--- config.mk ---
export PLATFORM = sky130hd
export DESIGN_NAME = motion_permit_interlock
export DESIGN_NICKNAME = d
export VERILOG_FILES = /design/src/include/interlock_pkg.sv /design/src/include/pin_bus_if.sv /design/src/core/motion_permit_interlock.sv /design/src/core/pin_sync.sv
export SDC_FILE = /design/constraint.sdc
export NUM_CORES = 1
export LEC_CHECK = 0
export BUFFER_PORTS_ARGS = -buffer_cell sky130_fd_sc_hd__buf_2
export CELL_PAD_IN_SITES_DETAIL_PLACEMENT = 1
export CELL_PAD_IN_SITES_GLOBAL_PLACEMENT = 2
export CORE_MARGIN = 2
export CORE_UTILIZATION = 35
export DETAILED_ROUTE_END_ITERATION = 8
export MAX_ROUTING_LAYER = met4
export PLACE_DENSITY = 0.9
export SYNTH_ARGS = -nofsm -noshare
export SYNTH_HDL_FRONTEND = slang
export SYNTH_SLANG_ARGS = --single-unit
export TNS_END_PERCENT = 50
--- constraint.sdc ---
create_clock -name core_clk -period 11.25 [get_ports core_clk]
set_input_delay 0.5625 -clock core_clk [delete_from_list [all_inputs] [get_ports core_clk]]
set_output_delay 0.5625 -clock core_clk [all_outputs]
set_load 0.05 [all_outputs]
--- src/include/interlock_pkg.sv ---
package interlock_pkg;

  // Feed-permit array layout
  localparam int FEED_WIDTH       = 24;   // One flag per axis index
  localparam int NC_AXIS_BASE     = 0;    // First NC axis index
  localparam int NC_AXIS_COUNT    = 8;    // NC axes served here
  localparam int SPINDLE_FEED_IDX = 18;   // Spindle slot in the feed array
  localparam int AUX_AXIS_BASE    = 19;   // First magazine axis index
  localparam int AUX_AXIS_COUNT   = 4;    // Magazine axes, one direction key each
  localparam int MAG_KEY_COUNT    = 4;    // Magazine motion keys

  // Motion-permit group indices
  localparam int MOTION_GROUPS    = 2;
  localparam int MPERM_SPINDLE    = 0;
  localparam int MPERM_MAGAZINE   = 1;

  // Stop-request group indices
  localparam int STOP_GROUPS      = 3;
  localparam int STOP_NC          = 0;
  localparam int STOP_SPINDLE     = 1;
  localparam int STOP_MAGAZINE    = 2;

  // Stop codes, one word each; values are arbitrary but fixed
  localparam int STOP_W = 32;
  localparam logic [STOP_W-1:0] STOP_NONE            = 32'h0000_0000;
  localparam logic [STOP_W-1:0] STOP_FATAL_RAMP      = 32'h0000_0001;
  localparam logic [STOP_W-1:0] STOP_EMERGENCY_RAMP  = 32'h0000_0002;
  localparam logic [STOP_W-1:0] STOP_DELAYED_RAMP    = 32'h0000_0003;
  localparam logic [STOP_W-1:0] STOP_CONTOUR_BRAKING = 32'h0000_0004;

  // Safe operating mode encoding
  localparam logic [1:0] SAFE_MODE_ONE   = 2'h0;
  localparam logic [1:0] SAFE_MODE_TWO   = 2'h1;
  localparam logic [1:0] SAFE_MODE_THREE = 2'h2;
  localparam logic [1:0] SAFE_MODE_FOUR  = 2'h3;

  // Program-run idle timeout
  localparam int CLK_PERIOD_NS        = 20;
  localparam int RUN_CLEAR_TIME_MS    = 1000;
  localparam int RUN_CLEAR_CYCLES_DEF = (RUN_CLEAR_TIME_MS * 1000000) / CLK_PERIOD_NS;
  localparam int RUN_CNT_W            = 26;

  // All asynchronous pin inputs, sampled together
  typedef struct packed {
    logic                      spindle_guarded;      // Spindle space has a guard door
    logic                      nc_guarded;           // NC space has a guard door
    logic                      aux_guarded;          // Magazine space fully guarded
    logic                      single_spindle;       // Machine has one spindle
    logic                      confirm_required;     // Persons may stay in magazine
    logic                      spindle_door_closed;  // Main door closed
    logic                      nc_door_closed;       // All NC space doors closed
    logic                      magazine_door_closed; // Magazine door closed
    logic [1:0]                safe_mode;            // Safe operating mode
    logic                      handwheel_operation;  // 1 handwheel, 0 panel
    logic                      spindle_jog;
    logic                      spindle_start;
    logic                      nc_start;
    logic                      hw_permissive;        // Handwheel permissive
    logic                      panel_permissive;     // Operator panel permissive
    logic                      stop_key;
    logic                      ext_stop;             // External stop request
    logic                      magazine_permissive;
    logic                      magazine_confirm;     // Nobody-inside confirmation
    logic [MAG_KEY_COUNT-1:0]  magazine_motion_keys;
    logic [NC_AXIS_COUNT-1:0]  nc_dir_keys;
    logic [AUX_AXIS_COUNT-1:0] aux_dir_keys;
    logic                      nc_group_idle;        // Kernel reports no-motion state
  } pin_in_type;

endpackage : interlock_pkg

--- src/include/pin_bus_if.sv ---
`timescale 1ns/1ps
`default_nettype none
// Raw pin sample in, synchronised copy out
interface pin_bus_if;
  import interlock_pkg::*;
  pin_in_type raw;     // Straight from the pins
  pin_in_type synced;  // After two flip-flops
  modport sync_side (input raw, output synced);
  modport use_side  (output raw, input synced);
endinterface : pin_bus_if
`default_nettype wire

--- src/core/motion_permit_interlock.sv ---
// Summary of operation
// - Guarded spindle: permit starts false, key raises
// - Raised spindle permit holds while door closed
// - Handwheel: permissive with jog or start edge
// - Panel: permissive with jog or start edge
// - Magazine door also open forces spindle false
// - Magazine open: permissive plus exactly one key
// - Magazine closed: permit true regardless of motion keys
// - Closed magazine optionally gated by confirmation key
// - One feed flag per axis, one per group
// - NC space closed: axis feed permit true
// - Panel: feed while running or direction key
// - Handwheel: feed while running or permissive held
// - Single spindle: feed slot 18 always true
// - Aux axis: guarded true, else direction key
// - One stop word per group, fixed codes
// - Codes select fatal, emergency, delayed, contour, none
// - Block group by contour stop, axis by feed
// - Fully guarded group requests no deceleration
// - Clear run flag after one second idle
// - Stop request may last one cycle only
`timescale 1ns/1ps
`default_nettype none
module motion_permit_interlock
  import interlock_pkg::*;
#(
  parameter int unsigned RUN_CLEAR_CYCLES = RUN_CLEAR_CYCLES_DEF  // Idle time before run clears
) (
  input  wire logic                                    core_clk,
  input  wire logic                                    sys_rst,
  input  wire logic                                    spindle_guarded,
  input  wire logic                                    nc_guarded,
  input  wire logic                                    aux_guarded,
  input  wire logic                                    single_spindle,
  input  wire logic                                    confirm_required,
  input  wire logic                                    spindle_door_closed,
  input  wire logic                                    nc_door_closed,
  input  wire logic                                    magazine_door_closed,
  input  wire logic [1:0]                              safe_mode,
  input  wire logic                                    handwheel_operation,
  input  wire logic                                    spindle_jog,
  input  wire logic                                    spindle_start,
  input  wire logic                                    nc_start,
  input  wire logic                                    hw_permissive,
  input  wire logic                                    panel_permissive,
  input  wire logic                                    stop_key,
  input  wire logic                                    ext_stop,
  input  wire logic                                    magazine_permissive,
  input  wire logic                                    magazine_confirm,
  input  wire logic [MAG_KEY_COUNT-1:0]                magazine_motion_keys,
  input  wire logic [NC_AXIS_COUNT-1:0]                nc_dir_keys,
  input  wire logic [AUX_AXIS_COUNT-1:0]               aux_dir_keys,
  input  wire logic                                    nc_group_idle,
  output logic      [MOTION_GROUPS-1:0]                group_motion_permit,
  output logic      [FEED_WIDTH-1:0]                   axis_feed_permit,
  output logic      [STOP_GROUPS-1:0][STOP_W-1:0]      group_stop_request,
  output logic                                         program_run_flag
);

  // Whole state of the interlock in one record
  typedef struct packed {
    logic                              start_prev;    // Spindle start, previous sample
    logic                              nc_start_prev; // NC start, previous sample
    logic                              jog_prev;      // Spindle jog, previous sample
    logic                              start_held;    // Start seen rising, still held
    logic                              spindle_armed; // Key pressed since door closed
    logic                              mag_confirmed; // Nobody-inside confirmed
    logic [1:0]                        mode_prev;     // Safe mode, previous sample
    logic                              run;           // Program-run flag
    logic [RUN_CNT_W-1:0]              idle_cnt;      // Cycles of continuous idle
    logic [MOTION_GROUPS-1:0]          motion;        // Group motion permits
    logic [FEED_WIDTH-1:0]             feed;          // Axis feed permits
    logic [STOP_GROUPS-1:0][STOP_W-1:0] stop;         // Stop request words
  } state_type;

  localparam logic [RUN_CNT_W-1:0] IDLE_LAST = RUN_CNT_W'(RUN_CLEAR_CYCLES - 1);

  pin_bus_if pins ();  // Pin sample to synchroniser and back
  pin_in_type s;       // Synchronised pin view
  state_type  q;       // Registered state
  state_type  d;       // Next state

  logic sp_full;       // Spindle space completely protected right now
  logic nc_full;       // NC space completely protected right now
  logic aux_full;      // Magazine space completely protected right now
  logic mode_ok;       // Safe mode two, three or four
  logic perm_sel;      // Permissive of the active operating source
  logic start_rise;    // Spindle start rising edge
  logic nc_rise;       // NC start rising edge
  logic jog_fall;      // Spindle jog released
  logic mode_change;   // Safe mode switched since last cycle
  logic mag_one_key;   // Exactly one magazine motion key
  logic run_set;       // Accepted start or guarded-door activation
  logic run_clear;     // Idle timeout reached
  logic run_dropped;   // Run flag falls this cycle

  // Gather every pin into one sample for the synchroniser
  assign pins.raw = '{spindle_guarded, nc_guarded, aux_guarded, single_spindle,
                      confirm_required, spindle_door_closed, nc_door_closed,
                      magazine_door_closed, safe_mode, handwheel_operation, spindle_jog,
                      spindle_start, nc_start, hw_permissive, panel_permissive, stop_key,
                      ext_stop, magazine_permissive, magazine_confirm,
                      magazine_motion_keys, nc_dir_keys, aux_dir_keys, nc_group_idle};

  // All pins are foreign to core_clk, so two flops before any use
  pin_sync #(
    .WIDTH ($bits(pin_in_type))
  ) u_pin_sync (
    .core_clk (core_clk),
    .sys_rst  (sys_rst),
    .bus      (pins.sync_side)
  );

  assign s = pins.synced;

  // Decoded conditions shared by the evaluation below
  always_comb begin
    sp_full     = s.spindle_guarded & s.spindle_door_closed;
    nc_full     = s.nc_guarded & s.nc_door_closed;
    aux_full    = s.aux_guarded & s.magazine_door_closed;
    mode_ok     = (s.safe_mode == SAFE_MODE_TWO) || (s.safe_mode == SAFE_MODE_THREE) ||
                  (s.safe_mode == SAFE_MODE_FOUR);
    perm_sel    = s.handwheel_operation ? s.hw_permissive : s.panel_permissive;
    start_rise  = s.spindle_start & ~q.start_prev;
    nc_rise     = s.nc_start & ~q.nc_start_prev;
    jog_fall    = q.jog_prev & ~s.spindle_jog;
    mode_change = s.safe_mode != q.mode_prev;
    mag_one_key = $onehot(s.magazine_motion_keys);
    run_set     = (nc_rise & perm_sel) | nc_full;
    run_clear   = s.nc_group_idle && (q.idle_cnt == IDLE_LAST);
    run_dropped = q.run & ~(run_set | (q.run & ~run_clear));
  end

  // One evaluation pass per cycle fills the whole next state
  always_comb begin
    d = q;
    d.start_prev    = s.spindle_start;
    d.nc_start_prev = s.nc_start;
    d.jog_prev      = s.spindle_jog;
    d.mode_prev     = s.safe_mode;

    // Start counts as pressed from its edge until start or permissive lets go
    d.start_held = perm_sel & s.spindle_start & (q.start_held | start_rise);
    // Arming needs a key after the door closed; closing alone never arms
    d.spindle_armed = s.spindle_door_closed & (q.spindle_armed | s.spindle_jog |
                      s.spindle_start | s.nc_start | s.hw_permissive);
    d.mag_confirmed = s.magazine_door_closed & (q.mag_confirmed | s.magazine_confirm);

    // Idle counter restarts whenever the kernel reports the group not idle
    if (!s.nc_group_idle) begin
      d.idle_cnt = '0;
    end else if (q.idle_cnt != IDLE_LAST) begin
      d.idle_cnt = q.idle_cnt + RUN_CNT_W'(1);
    end
    // A set in the clearing cycle wins
    d.run = run_set | (q.run & ~run_clear);

    // Spindle group motion permit
    if (s.spindle_guarded) begin
      d.motion[MPERM_SPINDLE] = d.spindle_armed;
    end else if (!s.spindle_door_closed && !s.magazine_door_closed) begin
      d.motion[MPERM_SPINDLE] = 1'b0;
    end else begin
      // Same key rule for either source, only the permissive differs
      d.motion[MPERM_SPINDLE] = mode_ok & perm_sel &
                                (s.spindle_jog | d.start_held);
    end

    // Magazine group motion permit; closing may start pending moves
    if (s.magazine_door_closed) begin
      d.motion[MPERM_MAGAZINE] = ~s.confirm_required | d.mag_confirmed;
    end else begin
      d.motion[MPERM_MAGAZINE] = s.magazine_permissive & mag_one_key;
    end

    // Axis feed permits; unused slots stay off
    d.feed = '0;
    for (int i = 0; i < NC_AXIS_COUNT; i++) begin
      if (nc_full) begin
        d.feed[NC_AXIS_BASE + i] = 1'b1;
      end else if (s.handwheel_operation) begin
        d.feed[NC_AXIS_BASE + i] = d.run | s.hw_permissive;
      end else begin
        d.feed[NC_AXIS_BASE + i] = d.run | s.nc_dir_keys[i];
      end
    end
    // Several spindles follow the group permit; the kernel caps axis count
    d.feed[SPINDLE_FEED_IDX] = s.single_spindle | d.motion[MPERM_SPINDLE];
    for (int j = 0; j < AUX_AXIS_COUNT; j++) begin
      d.feed[AUX_AXIS_BASE + j] = aux_full | s.aux_dir_keys[j];
    end

    // Stop words; none unless an event below asks otherwise
    d.stop = {STOP_GROUPS{STOP_NONE}};
    // NC group: run drop gives a single-cycle contour stop
    if (!nc_full) begin
      if (s.stop_key | s.ext_stop | ~s.magazine_door_closed | mode_change |
          run_dropped) begin
        d.stop[STOP_NC] = STOP_CONTOUR_BRAKING;
      end
    end else begin
      d.stop[STOP_NC] = STOP_NONE;
    end
    // Spindle group: contour events take precedence over the magazine door
    if (!sp_full && mode_ok) begin
      if (s.stop_key | s.ext_stop | jog_fall | mode_change) begin
        d.stop[STOP_SPINDLE] = STOP_CONTOUR_BRAKING;
      end else if (!s.magazine_door_closed) begin
        d.stop[STOP_SPINDLE] = STOP_DELAYED_RAMP;
      end
    end
    // Magazine group: no stop keys, door opening in motion is an emergency
    if (aux_full) begin
      d.stop[STOP_MAGAZINE] = STOP_NONE;
    end else if (!s.magazine_door_closed && q.motion[MPERM_MAGAZINE] &&
                 !s.magazine_permissive) begin
      d.stop[STOP_MAGAZINE] = STOP_EMERGENCY_RAMP;
    end else if (mode_change) begin
      d.stop[STOP_MAGAZINE] = STOP_CONTOUR_BRAKING;
    end else if (s.magazine_permissive && mag_one_key) begin
      d.stop[STOP_MAGAZINE] = STOP_NONE;
    end else if (!s.magazine_door_closed) begin
      d.stop[STOP_MAGAZINE] = STOP_CONTOUR_BRAKING;
    end
  end

  // Register the evaluation; reset blocks all motion until first pass
  always_ff @(posedge core_clk or posedge sys_rst) begin
    if (sys_rst) begin
      q      <= '0;
      q.stop <= {STOP_GROUPS{STOP_CONTOUR_BRAKING}};
    end else begin
      q <= d;
    end
  end

  // Outputs straight from flip-flops
  assign group_motion_permit = q.motion;
  assign axis_feed_permit    = q.feed;
  assign group_stop_request  = q.stop;
  assign program_run_flag    = q.run;
endmodule : motion_permit_interlock
`default_nettype wire

--- src/core/pin_sync.sv ---
`timescale 1ns/1ps
`default_nettype none
module pin_sync
  import interlock_pkg::*;
#(
  parameter int WIDTH = $bits(pin_in_type)
) (
  input  wire logic       core_clk,
  input  wire logic       sys_rst,
  pin_bus_if.sync_side    bus
);

  // Two stages; the first feeds only the second
  typedef struct packed {
    logic [WIDTH-1:0] meta;
    logic [WIDTH-1:0] stable;
  } sync_state_type;

  sync_state_type q;  // Registered state
  sync_state_type d;  // Next state

  // Shift the pin sample through both stages
  always_comb begin
    d.meta   = bus.raw;
    d.stable = q.meta;
  end

  // Reset clears both stages to a constant
  always_ff @(posedge core_clk or posedge sys_rst) begin
    if (sys_rst) begin
      q <= '0;
    end else begin
      q <= d;
    end
  end

  assign bus.synced = q.stable;

endmodule : pin_sync
`default_nettype wire

## After elaboration in Yosys (flattened, before gate mapping)

Cells that the tools add are included.
W data, S select, Z words.

- Output and inout bits: 123
- Register bits: 220
- Logic and storage cells: 125

- Add/subtract/negate cells: 4
- Equality and inequality tests: 8
- Bitwise operators: 53
- Reductions and logical operators: 12
- Muxes and demuxes: 32

Operators with widths:

| kind | number |
|---|---|
| $mux W26 | 2 |
| $mux W32 | 1 |
| $or A1 B1 Y1 | 30 |
| $add A26 B1 Y26 const B | 1 |
| $eq A26 B26 Y1 const B | 1 |
| $ne A26 B26 Y1 const B | 1 |
| $mux W3 | 8 |
| $mux W1 | 20 |
| $and A1 B1 Y1 | 16 |
| $not A1 Y1 | 7 |
| $logic_and A1 B1 Y1 | 6 |
| $add A1 B1 Y2 | 2 |
| $eq A2 B2 Y1 const B | 2 |
| $logic_not A1 Y1 | 4 |
| $add A2 B2 Y3 | 1 |
| $eq A3 B1 Y1 const B | 1 |
| $eq A2 B1 Y1 const B | 1 |
| $logic_or A1 B1 Y1 | 2 |
| $mux W2 | 1 |
| $ne A2 B2 Y1 | 1 |
| $ne A2 B2 Y1 const B | 1 |

## Longest topological paths before layout

- Word-level depth: 10
- Gate-level depth with buffers: 9
- Depth with buffers taken out: 9

## By module

From an unflattened synthesis, not the netlist that was laid out.

- Cell total of the unflattened synthesis: 467
- Area total of the unflattened synthesis: 5435.2 um^2

By module, submodules not included:

| module | area each (um^2) | cells an instance | instances |
|---|---|---|---|
| motion_permit_interlock | 3579.7 | 392 | 1 |
| pin_sync | 1855.5 | 75 | 1 |

## Worst setup path after synthesis

OpenSTA, ideal clock, no wires.

- Path kind: register to register
- Start point: reg u_pin_sync.q (netlist bit u_pin_sync.bus.synced[13])
- End point: reg q (netlist bit group_stop_request[66])
- Period minus slack after synthesis: 1.753 ns
- Data required time: 11.166 ns
- Library setup time: 0.084 ns
- Stages on the path, launching flop included: 10
- Buffers on the path: 0
- Setup slack: 9.497 ns
- Arrival time: 1.669 ns
- Cells stage by stage: dfrtp_1 -> inv_1 -> fa_1 -> inv_1 -> ha_1 -> ha_1 -> nor2_1 -> a31oi_1 -> a21oi_1 -> nor2_1

RTL lines:

| what | line | source |
|---|---|---|
| start, declared | pin_sync.sv:19 | `sync_state_type q;` |
| start signal, assigned | pin_sync.sv:31 | `q <= '0;` |
| start signal, assigned | pin_sync.sv:33 | `q <= d;` |
| end, declared | motion_permit_interlock.sv:80 | `state_type q;` |

## Worst setup path in the final report

- Start point: reg u_pin_sync.q (netlist bit u_pin_sync.bus.synced[0])
- End point: reg q[142] (netlist name)

- Longest elaborated chain between the ends: 1
- Elaborated cells on any way between the ends: 2
- Classes of those cells: eq/ne: 1; mux: 1

RTL lines:

| what |
|---|
| $ne A2 B2 Y1 (no source line) or $mux W26 (tied branches) |

Parallel ways exist; a longest one is shown, timed or not.
A chain may end at the register's enable or synchronous reset.

==> flow_metrics.tcl <==
set metrics [dict create \
    gp_congestion 0.735 \
    die_h_um 129 \
    grt_antenna_before_repair 1 \
    setup_slack_ps 9240 \
    async_flop_share 1.00 \
    dp_hpwl_mm 6.80 \
    synth.distinct_cells 50 \
    max_freq_ghz 0.497 \
    power.total_mw 1.18 \
    synth.avg_cell_area_um2 11.8 \
    final_antenna_net_count 0 \
    hp-class "primary input to async pin" \
    p_switching_uw 310 \
    dp_slack_ps 9060 \
    worst_slew_pin_slew_ps 1080 \
    met1_length_mm 3.95 \
    final_area_um2 5990 \
    io_buffers 60 \
    max_cap_violations 0 \
    ff_latch_area_um2 3230 \
    cts.sinks 129 \
    layout.nets 549 \
    holdBufCountCts 0 \
    p_seq_frac 0.419 \
    nFillCells 1650 \
    routed_via_density 4.27 \
    area_delta_synth_final_pct 9.99 \
    min_period_ps 2010 \
    grt_usage 0.132 \
    cp_max_fo 21 \
    clock_latency_ps 420 \
    netlist_area_um2 5450 \
    top_layer "met4" \
    multi_input_area_um2 1560 \
    fp-row-count 45 \
    status "finished, final reports clean" \
    cts.repair.resized 0 \
    fin_crit_sh 0.179 \
    clock_skew_ps 9.54 \
    grt_pass1_vias 3148 \
    dieArea_um2 16600 \
    tns_ps 0 \
    cts_setup_buffers 0 \
    coreArea_um2 15200 \
    path_class "register to register" \
    pwr-share-clk 0.476 \
    ys_seq_area_frac 0.593 \
    grt_max_degree 89 \
    slew_headroom 0.283 \
    ys_ff_latch 129 \
    slew_viol_final 0 \
    dr.first_iter.drc_count 134 \
    htree_levels 4 \
    place_area_um2 5380 \
    cts_buffer_depth 2 \
    drtPass1Iterations 4 \
    ys.flop_type "dfrtp_1" \
    r2r_start "u_pin_sync.bus.synced[0]" \
    p_leak_nw 2.79 \
    gr-total-overflow 0 \
    drive_gt1_frac 0.204 \
    cts.clk_slew.worst_paths_ps 50 \
    grt_pass1_wl_mm 16.0 \
    worstSetupStartpoint "u_pin_sync.bus.synced[0]" \
    vias 3021 \
    finalSetupViolCount 0 \
    yosys_warnings 0 \
    crit_arrival_ps 2350 \
    initial_core_util 0.359 \
    powerDensity_nw_per_um2 196 \
    syn_inst 460 \
    grt_setup_unrepaired "false" \
    cts-root-buf "clkbuf_16" \
    dr_wl_met2_mm 5.30 \
    p_int_uw 865 \
    ir_drop_mv 0.103 \
    hold_violations 0 \
    io_pins 162 \
    cts_tree "done" \
    start_kind "register" \
    cts_buffers 17 \
    drc_errors 0 \
    power_frac_comb 0.105 \
    dr_wl_met3_um 524 \
    swShare 0.264 \
    endpoint_kind "register" \
    required_ps 11580 \
    fp.dieW_um 129 \
    synth_edf_count 0 \
    wl_per_cell_um 14.1 \
    routed_wl_mm 9.96 \
]
-- cell families after synthesis --
logic type / synth area share
AO/OA/AOI/OAI: 0.0606
flip-flops: 0.593
multiplexers: 0.0165
buffers and inverters: 0.190
other: 0.000688
adder cells (fa/ha/maj): 0.0106
AND/OR/NAND/NOR: 0.119
XOR/XNOR: 0.00964
-- Yosys cell counts (6+ instances only) --
cell type  instances  area [um2]
nand2_1           22        82.6
nand2b_1          12        75.1
nand4_1            6        37.5
a21oi_1           23         115
inv_1             13        48.8
dfrtp_1          126        3150
nor2_1            11        41.3
mux2i_1            9        90.1
and3_1             6        37.5
o21ai_0           17        85.1
buf_4            122         916
or3_1              7        43.8
nand3_1            6        30.0
-- path summary, 6_finish.rpt --
kind | end | slack (ps) | cells past startpoint
min | u_pin_sync.d[14] | 180 | 2
min in group core_clk | u_pin_sync.d[36] | 250 | 1
max reg2reg | q[142] | 9240 | 3
max in group asynchronous | q[138] | 9590 | 3
max | q[142] | 9240 | 3
min reg2reg | u_pin_sync.bus.synced[31] | 340 | 0
-- flip-flops by register name (all words and copies together), names as in the netlist --
| register | flops |
|---|---|
| group_motion_permit | 2 |
| group_stop_request | 5 |
| axis_feed_permit | 13 |
| q | 34 |
| u_pin_sync.d | 37 |
| program_run_flag | 1 |
| u_pin_sync.bus.synced | 37 |
-- final cells by class --
| type | count | share of cell area |
|---|---|---|
| diodes | 1 | 0.000417 |
| well taps | 188 | 0.0392 |
| inverters | 13 | 0.00856 |
| multi-input cells | 284 | 0.260 |
| clock buffers | 24 | 0.0804 |
| flip-flops and latches | 129 | 0.539 |
| clock inverters | 8 | 0.0213 |
| repair buffers | 61 | 0.0513 |
-- routing by layer --
layer,global-route usage,up-vias
met5,-,-
met4,0.0614,0
met3,0.0399,17
met2,0.221,84
met1,0.144,1512
li1,-,1408
-- power by group through the flow --
stage	clock network [mW]	logic [mW]	registers (mW)
2_1_floorplan	0	0.139	0.497
3_3_place_gp	0	0.121	0.500
3_5_place_dp	0	0.122	0.501
4_1_cts	0.571	0.123	0.493
5_1_grt	0.590	0.131	0.495
6_report	0.559	0.123	0.493
-- worst max-delay path, cell delays in order, from the launching register on --
cell	delay, ps
dfrtp_1	770
inv_1	470
or4_1	610
o21ai_0	90
-- placed cells by master (no fill, tap or decap), drive strengths merged, types with 6 or more instances in the layout --
master	instances
inv	14
nand3	8
conb	101
mux2i	9
a21oi	23
and2	6
nand4	7
dfrtp	126
buf	61
nand2b	12
and4	6
nor2	11
or3	7
and3	7
nand2	22
o21ai	20
clkbuf	24
-- per-stage QoR --
step	hold slack [ps]	util	instances
floorplan	331	-	560
CTS	190	0.394	707
global placement	334	0.354	675
finish	183	0.394	708
detailed placement	336	0.354	675
global route	212	0.394	708
(Power assumes the default switching activity.)
